--- config.mk ---
export PLATFORM = sky130hd
export DESIGN_NAME = rtcs_core
export DESIGN_NICKNAME = d
export VERILOG_FILES = /design/src/core/rtcs_pkg.sv /design/src/core/rtcs_tick_div.sv /design/src/core/rtcs_cal_step.sv /design/src/core/rtcs_core.sv
export SDC_FILE = /design/constraint.sdc
export NUM_CORES = 1
export LEC_CHECK = 0
export BUFFER_PORTS_ARGS = -buffer_cell sky130_fd_sc_hd__clkbuf_2
export CAP_MARGIN = 15
export CORE_UTILIZATION = 45
export DETAILED_ROUTE_END_ITERATION = 10
export PLACE_DENSITY = 0.68
export REMOVE_ABC_BUFFERS = 1
export SETUP_SLACK_MARGIN = 0.02
export SLEW_MARGIN = 25
export SYNTH_ARGS = -nofsm -noshare
export SYNTH_HDL_FRONTEND = slang
export SYNTH_SLANG_ARGS = --single-unit
--- constraint.sdc ---
create_clock -name clock -period 3.4 [get_ports clock]
set_input_delay 0.51 -clock clock [delete_from_list [all_inputs] [get_ports clock]]
set_output_delay 0.51 -clock clock [all_outputs]
set_load 0.01 [all_outputs]
--- src/core/rtcs_pkg.sv ---
// Overview of operation
// Alarm when running minute and hour match target minute and 5-bit hour.
// Write-freeze bit freezes the shadow so software can write new time.
// Year, month, date, weekday, hour, minute, second are set by software.
// Year 00 and every year divisible by four is a leap year.
// Seconds and minutes count 00 to 59; hours 00 to 23, 00 is midnight.
// Weekday 01 to 07 (01 Sunday), date 01-31, month 01-12, year 00-99.
// Software writes the unlock address before each calendar field write.
// Six-bit target minute register holds the minute the alarm compares.
// Read-freeze bit freezes shadow for reads; reads 1 frozen, 0 current.
// Clearing write-freeze loads the shadow into time; counting resumes.
package rtcs_pkg;

    // Clock and one-second time base
    localparam int CLK_HZ        = 40_000_000;
    localparam int TICK_PERIOD_S = 1;
    localparam int TICK_CYCLES   = CLK_HZ * TICK_PERIOD_S;

    // Register indices; byte address is four times the index
    localparam logic [15:0] IDX_CTRL     = 16'h2890;
    localparam logic [15:0] IDX_SEC      = 16'h2893;
    localparam logic [15:0] IDX_MIN      = 16'h2894;
    localparam logic [15:0] IDX_HR       = 16'h2895;
    localparam logic [15:0] IDX_DAY      = 16'h2896;
    localparam logic [15:0] IDX_DATE     = 16'h2897;
    localparam logic [15:0] IDX_MON      = 16'h2898;
    localparam logic [15:0] IDX_YR       = 16'h2899;
    localparam logic [15:0] IDX_TMIN     = 16'h289e;
    localparam logic [15:0] IDX_THR      = 16'h289f;
    localparam logic [15:0] IDX_UNLOCK   = 16'h20a0;
    localparam logic [15:0] IDX_INT_STAT = 16'h28f0;
    localparam logic [15:0] IDX_INT_EN   = 16'h28f1;
    localparam logic [15:0] IDX_INT_CLR  = 16'h28f2;

    // Field positions
    localparam int CTRL_WR_BIT   = 7;
    localparam int CTRL_RD_BIT   = 6;
    localparam int INT_ALARM_BIT = 0;
    localparam int INT_SEC_BIT   = 1;
    localparam int INT_W         = 2;

    // Values after reset
    localparam logic [5:0] RST_SEC  = 6'h00;
    localparam logic [5:0] RST_MIN  = 6'h00;
    localparam logic [4:0] RST_HR   = 5'h00;
    localparam logic [2:0] RST_DAY  = 3'h1;
    localparam logic [4:0] RST_DATE = 5'h01;
    localparam logic [3:0] RST_MON  = 4'h1;
    localparam logic [7:0] RST_YR   = 8'h00;
    localparam logic [5:0] RST_TMIN = 6'h00;
    localparam logic [4:0] RST_THR  = 5'h00;

    // Field limits
    localparam logic [5:0] SEC_MAX  = 6'h3b;
    localparam logic [4:0] HR_MAX   = 5'h17;
    localparam logic [2:0] DAY_MIN  = 3'h1;
    localparam logic [2:0] DAY_MAX  = 3'h7;
    localparam logic [4:0] DATE_MIN = 5'h01;
    localparam logic [3:0] MON_MIN  = 4'h1;
    localparam logic [3:0] MON_MAX  = 4'hc;
    localparam logic [3:0] MON_FEB  = 4'h2;
    localparam logic [7:0] YR_MAX   = 8'h63;

endpackage

--- src/core/rtcs_tick_div.sv ---
`timescale 1ns/1ps
// One-cycle enable pulse every CYCLES clocks
module rtcs_tick_div #(
    parameter int CYCLES = rtcs_pkg::TICK_CYCLES
) (
    // Clock and reset
    input  wire logic clock,
    input  wire logic reset_n,
    // Control
    input  wire logic run,
    input  wire logic restart,
    // Pulse out
    output logic      tick
);
    localparam int CW = (CYCLES > 1) ? $clog2(CYCLES) : 1;
    localparam logic [CW-1:0] LAST = CW'(CYCLES - 1);

    logic [CW-1:0] countFf;
    logic          tickFf;
    wire           atLast = (countFf == LAST);

    // Held at zero while stopped so a restart gives a full period
    always_ff @(posedge clock or negedge reset_n) begin
        if (!reset_n) begin
            countFf <= '0;
            tickFf  <= 1'b0;
        end else begin
            countFf <= (restart || !run || atLast) ? '0 : countFf + 1'b1;
            tickFf  <= run && !restart && atLast;
        end
    end

    assign tick = tickFf;
endmodule

--- src/core/rtcs_cal_step.sv ---
`timescale 1ns/1ps
// Calendar value one second later
module rtcs_cal_step (
    // Current time
    input  wire logic [5:0] sec,
    input  wire logic [5:0] min,
    input  wire logic [4:0] hr,
    input  wire logic [2:0] day,
    input  wire logic [4:0] date,
    input  wire logic [3:0] mon,
    input  wire logic [7:0] yr,
    // Advanced time
    output logic      [5:0] nxtSec,
    output logic      [5:0] nxtMin,
    output logic      [4:0] nxtHr,
    output logic      [2:0] nxtDay,
    output logic      [4:0] nxtDate,
    output logic      [3:0] nxtMon,
    output logic      [7:0] nxtYr
);
    // Month length; year kept in binary, so divisible by four is [1:0]==0
    function automatic logic [4:0] monthDays(input logic [3:0] m,
                                             input logic [7:0] y);
        logic leap;
        leap = (y[1:0] == 2'b00);
        if (m == rtcs_pkg::MON_FEB)
            monthDays = leap ? 5'h1d : 5'h1c;
        else if (m == 4'h4 || m == 4'h6 || m == 4'h9 || m == 4'hb)
            monthDays = 5'h1e;
        else
            monthDays = 5'h1f;
    endfunction

    // Carry chain; >= so a stray out-of-range value still wraps
    wire secWrap  = (sec >= rtcs_pkg::SEC_MAX);
    wire minWrap  = secWrap && (min >= rtcs_pkg::SEC_MAX);
    wire hrWrap   = minWrap && (hr >= rtcs_pkg::HR_MAX);
    wire dateWrap = hrWrap && (date >= monthDays(mon, yr));
    wire monWrap  = dateWrap && (mon >= rtcs_pkg::MON_MAX);

    // Next values
    assign nxtSec  = secWrap ? 6'h00 : sec + 6'h01;
    assign nxtMin  = minWrap ? 6'h00 : (secWrap ? min + 6'h01 : min);
    assign nxtHr   = hrWrap ? 5'h00 : (minWrap ? hr + 5'h01 : hr);
    assign nxtDay  = !hrWrap ? day :
                     (day >= rtcs_pkg::DAY_MAX) ? rtcs_pkg::DAY_MIN :
                     day + 3'h1;
    assign nxtDate = dateWrap ? rtcs_pkg::DATE_MIN :
                     (hrWrap ? date + 5'h01 : date);
    assign nxtMon  = monWrap ? rtcs_pkg::MON_MIN :
                     (dateWrap ? mon + 4'h1 : mon);
    assign nxtYr   = !monWrap ? yr :
                     (yr >= rtcs_pkg::YR_MAX) ? 8'h00 : yr + 8'h01;
endmodule

--- src/core/rtcs_core.sv ---
// Our own choice: register access over Avalon-MM.
`timescale 1ns/1ps
// Calendar clock with shadow copy, unlock guard, alarm and interrupts
module rtcs_core #(
    parameter int TICK_CYCLES = rtcs_pkg::TICK_CYCLES
) (
    // Clock and reset
    input  wire logic        clock,
    input  wire logic        reset_n,
    // Avalon-MM slave, byte address
    input  wire logic [17:0] avs_address,
    input  wire logic        avs_read,
    input  wire logic        avs_write,
    input  wire logic [31:0] avs_writedata,
    input  wire logic [3:0]  avs_byteenable,
    output logic      [31:0] avs_readdata,
    output logic             avs_waitrequest,
    // Interrupt
    output logic             irq
);
    // Address match, used for every register
    function automatic logic hit(input logic [15:0] a, input logic [15:0] i);
        hit = (a == i);
    endfunction

    localparam int INT_W_L = rtcs_pkg::INT_W;

    logic               waitFf;
    logic [31:0]        readdataFf;
    logic               wrFreezeFf;
    logic               rdFreezeFf;
    logic               armedFf;
    logic [5:0]         secFf;
    logic [5:0]         minFf;
    logic [5:0]         shdSecFf;
    logic [5:0]         shdMinFf;
    logic [5:0]         tgtMinFf;
    logic [4:0]         hrFf;
    logic [4:0]         dateFf;
    logic [4:0]         shdHrFf;
    logic [4:0]         shdDateFf;
    logic [4:0]         tgtHrFf;
    logic [2:0]         dayFf;
    logic [2:0]         shdDayFf;
    logic [3:0]         monFf;
    logic [3:0]         shdMonFf;
    logic [7:0]         yrFf;
    logic [7:0]         shdYrFf;
    logic [INT_W_L-1:0] intStatFf;
    logic [INT_W_L-1:0] intEnFf;
    logic               matchPrevFf;
    logic               irqFf;

    // Bus decode
    wire [15:0] idx    = avs_address[17:2];
    wire        acc    = (avs_read || avs_write) && !waitFf;
    wire        wrAny  = acc && avs_write;
    wire        wrAcc  = wrAny && avs_byteenable[0];
    wire [7:0]  wd     = avs_writedata[7:0];
    wire selCtrl  = hit(idx, rtcs_pkg::IDX_CTRL);
    wire selSec   = hit(idx, rtcs_pkg::IDX_SEC);
    wire selMin   = hit(idx, rtcs_pkg::IDX_MIN);
    wire selHr    = hit(idx, rtcs_pkg::IDX_HR);
    wire selDay   = hit(idx, rtcs_pkg::IDX_DAY);
    wire selDate  = hit(idx, rtcs_pkg::IDX_DATE);
    wire selMon   = hit(idx, rtcs_pkg::IDX_MON);
    wire selYr    = hit(idx, rtcs_pkg::IDX_YR);
    wire selTmin  = hit(idx, rtcs_pkg::IDX_TMIN);
    wire selThr   = hit(idx, rtcs_pkg::IDX_THR);
    wire selUnl   = hit(idx, rtcs_pkg::IDX_UNLOCK);
    wire selStat  = hit(idx, rtcs_pkg::IDX_INT_STAT);
    wire selEn    = hit(idx, rtcs_pkg::IDX_INT_EN);
    wire selClr   = hit(idx, rtcs_pkg::IDX_INT_CLR);
    wire selCal   = selSec || selMin || selHr || selDay || selDate ||
                    selMon || selYr;

    // Write strobes; a calendar write counts only right after an unlock
    wire ctrlWr   = wrAcc && selCtrl;
    wire calWr    = wrAcc && selCal && armedFf;
    wire shdWr    = calWr && wrFreezeFf;
    wire runWr    = calWr && !wrFreezeFf;
    wire commit   = ctrlWr && wrFreezeFf && !wd[rtcs_pkg::CTRL_WR_BIT];
    wire shdTrack = !wrFreezeFf && !rdFreezeFf;

    // Time base and calendar step
    wire       tick;
    wire       stepEn = tick && !wrFreezeFf;
    wire [5:0] stSec, stMin;
    wire [4:0] stHr, stDate;
    wire [2:0] stDay;
    wire [3:0] stMon;
    wire [7:0] stYr;

    rtcs_tick_div #(
        .CYCLES (TICK_CYCLES)
    ) u_div (
        .clock   (clock),
        .reset_n (reset_n),
        .run     (!wrFreezeFf),
        .restart (commit),
        .tick    (tick)
    );

    rtcs_cal_step u_step (
        .sec     (secFf),
        .min     (minFf),
        .hr      (hrFf),
        .day     (dayFf),
        .date    (dateFf),
        .mon     (monFf),
        .yr      (yrFf),
        .nxtSec  (stSec),
        .nxtMin  (stMin),
        .nxtHr   (stHr),
        .nxtDay  (stDay),
        .nxtDate (stDate),
        .nxtMon  (stMon),
        .nxtYr   (stYr)
    );

    // Alarm and interrupt terms; set wins over clear
    wire match = (minFf == tgtMinFf) && (hrFf == tgtHrFf);
    wire alarmEv = match && !matchPrevFf;
    wire [INT_W_L-1:0] events = {stepEn, alarmEv};
    wire [INT_W_L-1:0] clrMask = (wrAcc && selClr) ? wd[INT_W_L-1:0] : '0;
    wire [INT_W_L-1:0] nxt_intStat = (intStatFf & ~clrMask) | events;

    // Read mux; unmapped indices read zero
    wire [31:0] rdMux =
        ({32{selCtrl}} & {24'h0, wrFreezeFf, rdFreezeFf, 6'h00}) |
        ({32{selSec}}  & {26'h0, shdSecFf})  |
        ({32{selMin}}  & {26'h0, shdMinFf})  |
        ({32{selHr}}   & {27'h0, shdHrFf})   |
        ({32{selDay}}  & {29'h0, shdDayFf})  |
        ({32{selDate}} & {27'h0, shdDateFf}) |
        ({32{selMon}}  & {28'h0, shdMonFf})  |
        ({32{selYr}}   & {24'h0, shdYrFf})   |
        ({32{selTmin}} & {26'h0, tgtMinFf})  |
        ({32{selThr}}  & {27'h0, tgtHrFf})   |
        ({32{selStat}} & {30'h0, intStatFf}) |
        ({32{selEn}}   & {30'h0, intEnFf});

    // Bus handshake: one wait cycle, then a single accept cycle
    always_ff @(posedge clock or negedge reset_n) begin
        if (!reset_n) begin
            waitFf     <= 1'b1;
            readdataFf <= 32'h0000_0000;
        end else begin
            waitFf <= !((avs_read || avs_write) && waitFf);
            if (avs_read && waitFf)
                readdataFf <= rdMux;
        end
    end

    // Control bits and unlock arm; any other write disarms
    always_ff @(posedge clock or negedge reset_n) begin
        if (!reset_n) begin
            wrFreezeFf <= 1'b0;
            rdFreezeFf <= 1'b0;
            armedFf    <= 1'b0;
        end else begin
            if (ctrlWr) begin
                wrFreezeFf <= wd[rtcs_pkg::CTRL_WR_BIT];
                rdFreezeFf <= wd[rtcs_pkg::CTRL_RD_BIT];
            end
            if (wrAny)
                armedFf <= selUnl;
        end
    end

    // Alarm targets
    always_ff @(posedge clock or negedge reset_n) begin
        if (!reset_n) begin
            tgtMinFf <= rtcs_pkg::RST_TMIN;
            tgtHrFf  <= rtcs_pkg::RST_THR;
        end else begin
            if (wrAcc && selTmin)
                tgtMinFf <= wd[5:0];
            if (wrAcc && selThr)
                tgtHrFf <= wd[4:0];
        end
    end

    // Running counters: commit, then step, and a direct write overrides
    always_ff @(posedge clock or negedge reset_n) begin
        if (!reset_n) begin
            secFf  <= rtcs_pkg::RST_SEC;
            minFf  <= rtcs_pkg::RST_MIN;
            hrFf   <= rtcs_pkg::RST_HR;
            dayFf  <= rtcs_pkg::RST_DAY;
            dateFf <= rtcs_pkg::RST_DATE;
            monFf  <= rtcs_pkg::RST_MON;
            yrFf   <= rtcs_pkg::RST_YR;
        end else if (commit) begin
            secFf  <= shdSecFf;
            minFf  <= shdMinFf;
            hrFf   <= shdHrFf;
            dayFf  <= shdDayFf;
            dateFf <= shdDateFf;
            monFf  <= shdMonFf;
            yrFf   <= shdYrFf;
        end else begin
            if (stepEn) begin
                secFf  <= stSec;
                minFf  <= stMin;
                hrFf   <= stHr;
                dayFf  <= stDay;
                dateFf <= stDate;
                monFf  <= stMon;
                yrFf   <= stYr;
            end
            if (runWr && selSec)  secFf  <= wd[5:0];
            if (runWr && selMin)  minFf  <= wd[5:0];
            if (runWr && selHr)   hrFf   <= wd[4:0];
            if (runWr && selDay)  dayFf  <= wd[2:0];
            if (runWr && selDate) dateFf <= wd[4:0];
            if (runWr && selMon)  monFf  <= wd[3:0];
            if (runWr && selYr)   yrFf   <= wd[7:0];
        end
    end

    // Shadow copy: tracks while neither freeze is set
    always_ff @(posedge clock or negedge reset_n) begin
        if (!reset_n) begin
            shdSecFf  <= rtcs_pkg::RST_SEC;
            shdMinFf  <= rtcs_pkg::RST_MIN;
            shdHrFf   <= rtcs_pkg::RST_HR;
            shdDayFf  <= rtcs_pkg::RST_DAY;
            shdDateFf <= rtcs_pkg::RST_DATE;
            shdMonFf  <= rtcs_pkg::RST_MON;
            shdYrFf   <= rtcs_pkg::RST_YR;
        end else if (shdTrack) begin
            shdSecFf  <= secFf;
            shdMinFf  <= minFf;
            shdHrFf   <= hrFf;
            shdDayFf  <= dayFf;
            shdDateFf <= dateFf;
            shdMonFf  <= monFf;
            shdYrFf   <= yrFf;
        end else begin
            if (shdWr && selSec)  shdSecFf  <= wd[5:0];
            if (shdWr && selMin)  shdMinFf  <= wd[5:0];
            if (shdWr && selHr)   shdHrFf   <= wd[4:0];
            if (shdWr && selDay)  shdDayFf  <= wd[2:0];
            if (shdWr && selDate) shdDateFf <= wd[4:0];
            if (shdWr && selMon)  shdMonFf  <= wd[3:0];
            if (shdWr && selYr)   shdYrFf   <= wd[7:0];
        end
    end

    // Interrupts; match history starts high so reset time gives no alarm
    always_ff @(posedge clock or negedge reset_n) begin
        if (!reset_n) begin
            matchPrevFf <= 1'b1;
            intStatFf   <= '0;
            intEnFf     <= '0;
            irqFf       <= 1'b0;
        end else begin
            matchPrevFf <= match;
            intStatFf   <= nxt_intStat;
            if (wrAcc && selEn)
                intEnFf <= wd[INT_W_L-1:0];
            irqFf <= |(nxt_intStat & intEnFf);
        end
    end

    assign avs_readdata    = readdataFf;
    assign avs_waitrequest = waitFf;
    assign irq             = irqFf;

    wire endOfDay = (secFf == rtcs_pkg::SEC_MAX) &&
                    (minFf == rtcs_pkg::SEC_MAX) && (hrFf == rtcs_pkg::HR_MAX);
    wire quiet = !wrAny;
endmodule

==> results by group <==
Die
  – Rows: 49
  – I/O Pins: 92
  – DIE HEIGHT: 137.6 µm
  – Total die area: ~19000 µm²
  – Die W: between 100 and 150 µm
  – Initial Util: 45.93%
  – Total core area: about 18000 µm²

Yosys
  – Most frequent cell after synthesis: dfrtp_1
  – Synth cell count leaders: 122 x dfrtp_1, 98 x nor2_1, 66 x nand2_1
  – Flops & latches, synth: between 100 and 150
  – Post-synthesis instance total: about 900
  – Total number of yosys warnings: 0
  – Seq/Total Area, Yosys: a little under 40%
  – Synth cell types: 84
  – Area share of the largest cell type after synthesis: 36.88%
  – Cell taking the most area after synthesis: dfrtp_1
  – Number of flops mapped to enable cells by yosys: 0
  – Async S/R FF share, synth: between 90% and 100%
  – Syn_area_per_cell: slightly above 9 µm²
  – Post-synth top flop: dfrtp_1
  – Synth top area cells: dfrtp_1 37%, mux2i_1 5.4%, nor2_1 4.4%, a21oi_1 3.5%, nand3_1 3.0%
  – Mapped Area: 8278 µm²

Worst setup path
  – Setup crit end kind: register
  – Crit-path max cell delay: 580 ps
  – R2R depth: 11
  – Max Fanout on Critical Path: 12
  – CP dominant cell by count: o21ai_0
  – Critical path depth in cells: 11
  – CP Cell Sequence: inv_1 > ha_1 > o21ai_0 > o21ai_0 > o21ai_0 > ha_1 > nand2b_1 > a21oi_1 > nand4b_1 > o211a_2 > mux2_2
  – Critical path data required time: 3720 ps
  – WS Path Type: register to register
  – Worst Path Buf+Inv: 1
  – Worst path top cell family by delay: compound AO/OA/AOI/OAI gates
  – Worst Setup Start Kind: register
  – Critical-path top delay cell: dfstp_2
  – CP Data Arrival Time: 3380 ps

STA
  – Final hold viol count: 0
  – FMAX: 0.3268 GHz
  – Post-layout minimum cycle time: between 3000 and 4000 ps
  – Clock skew: 10.00 ps
  – Rel. slew slack: 46.90%
  – RSZ-0062 raised after global routing: no
  – Setup TNS: 0 ps
  – Period utilisation layout: 89.99%
  – Slew Limit Fails: 0
  – Worst Setup Slack, final: 340.3 ps
  – Tightest Pin Transition: about 800 ps
  – Final setup vio count: 0

Global route
  – Initial antenna violation count: 0
  – Global Route Usage Sum: 25.13%
  – Largest net degree at the start of global routing: 87
  – GRT Residual Overflow: 0
  – Vias in the first global route: 6458
  – First-pass GRT wire length: 35520 µm

Drt
  – Drt pass-1 iters: 6
  – Drt total wl: 22440 µm
  – Drt first-iter violations: 569
  – # DRC: 0
  – Per-cell routed wire length: around 19 µm
  – Vias/cell: between 5 and 6
  – Antenna violation net count after detailed routing: 0
  – Via count: approximately 6900

Cells and area
  – Fraction of layout cells with a size suffix above 1: 16.06%
  – Layout area overhead: 10.02%
  – Net count, final: roughly 990
  – Fillcell total: 1694
  – Number of antenna diodes: 0

Placement
  – Routability congestion estimate: 0.9387
  – IO buf count: 38
  – Post-place setup slack: 374.3 ps
  – Final HPWL DP: 15710 µm

Clock network
  – Clk buf depth: 2
  – Cts hold-fix bufs: 0
  – CTS clk-pin slew, worst paths: 60 ps
  – Post-CTS resize count: 0
  – Skew-Pair Late Insertion Delay: 430 ps
  – Root buffer cell: clkbuf_16
  – Post-CTS Setup Inserts: 0
  – H-tree level count: 4
  – TritonCTS Buffers: 17
  – CTS sink count: 130
  – CTS tree: yes

Power
  – Flop pwr share: a little over two fifths
  – Sw Ratio: 24.04%
  – Combinational power share: 5.4%
  – Leakage: 3.774 nW
  – Clock power share: 51.1%
  – NetSw: 0.0008879 W
  – Int Pwr: roughly 0.0028 W
  – Max VDD drop: 0.4503 mV
  – Power Density: 405.5 nW/µm²

Outcome
  – Status: finished clean

Flow run
  – Maxcap violations: 0

Hold path
  – Hold WC Path Type: input pin to asynchronous set/reset pin
==> cell type report <==
cell class,instances,area (µm²),share of cell area (%)
clock buffers,19,442.9,4.863
clock inverters,12,157.7,1.731
inverters,17,63.81,0.7006
multi-input cells,697,4572,50.20
flip-flops and latches,130,3263,35.83
well taps,229,286.5,3.146
repair buffers,53,321.6,3.531
==> worst paths after layout <==
| path | slack (ps) | to | startpoint |
|---|---|---|---|
| min reg2reg | 480 | avs_readdata[4] | avs_readdata[4] |
| max | 340 | yrFf[1] | monFf[0] |
| max in group asynchronous | 2550 | matchPrevFf | reset_n |
| min in group clock | 250 | avs_waitrequest | avs_read |
| min | 1 | secFf[5] | reset_n |
| max reg2reg | 340 | yrFf[1] | monFf[0] |
==> metrics by stage <==
step / area (µm²) / total power [W] / hold WS [ps] / cells / utilization (%)
finish: 9107 / 0.003693 / 1.239 / 1157 / 50.53
global route: 9107 / 0.003805 / 26.21 / 1157 / 50.53
CTS: 9107 / 0.003720 / 11.84 / 1157 / 50.53
detailed placement: 8507 / 0.001833 / 470.0 / 1126 / 47.20
global placement: 8507 / 0.001832 / 469.0 / 1126 / 47.20
floorplan: 7896 / 0.001711 / 214.4 / 844 / -
==> metal layers <==
layer / track usage (%) / up-vias / wire, µm
li1: - / 3269 / -
met3: 5.040 / 55 / 1360
met4: 10.93 / 0 / 709
met2: 39.14 / 250 / 10290
met5: 0 / - / 0
met1: 33.66 / 3367 / 10080
==> power groups by stage <==
stage	logic [W]	clock network, W	registers [W]
after CTS	0.000202	0.00191	0.00161
after detailed placement	0.000201	0	0.00163
after floorplan	0.0000789	0	0.00163
after global routing	0.000224	0.00197	0.00161
final	0.000200	0.00189	0.00161
after global placement	0.000200	0	0.00163
==> flip-flops by register name (all words and copies together), names as in the netlist, 8 cells and up <==
signal / count
u_div.countFf: 26
avs_readdata: 8
shdYrFf: 8
yrFf: 8
==> layout by cell type, fill, tap and decap left out, types with 19 or more instances in the layout <==
| master | synthesis | layout |
|---|---|---|
| xnor2_1 | 20 | 20 |
| mux2_2 | 20 | 20 |
| o21ai_0 | 43 | 43 |
| dfrtp_1 | 122 | 122 |
| nand3_1 | 50 | 50 |
| nor2_1 | 98 | 97 |
| nand2_1 | 66 | 66 |
| clkbuf_2 | 2 | 37 |
| conb_1 | 1 | 24 |
| xor2_1 | 19 | 19 |
| a21oi_1 | 58 | 58 |
| mux2i_1 | 45 | 45 |
| nor3_1 | 32 | 32 |
==> cell families (layout without fill, tap and decap cells) <==
logic type,count (synthesis),count (layout),synth area share (%)
AOI/OAI and AO/OA,207,207,16.72
xor gates and xnor gates,39,39,4.126
adders and majority gates,15,15,2.267
buffers and inverters,98,101,6.424
DFF,130,130,39.42
muxes,65,65,8.162
other,1,24,0.04530
and+or+nand+nor,347,347,22.84
No activity file was read; power rests on OpenSTA's default activity.
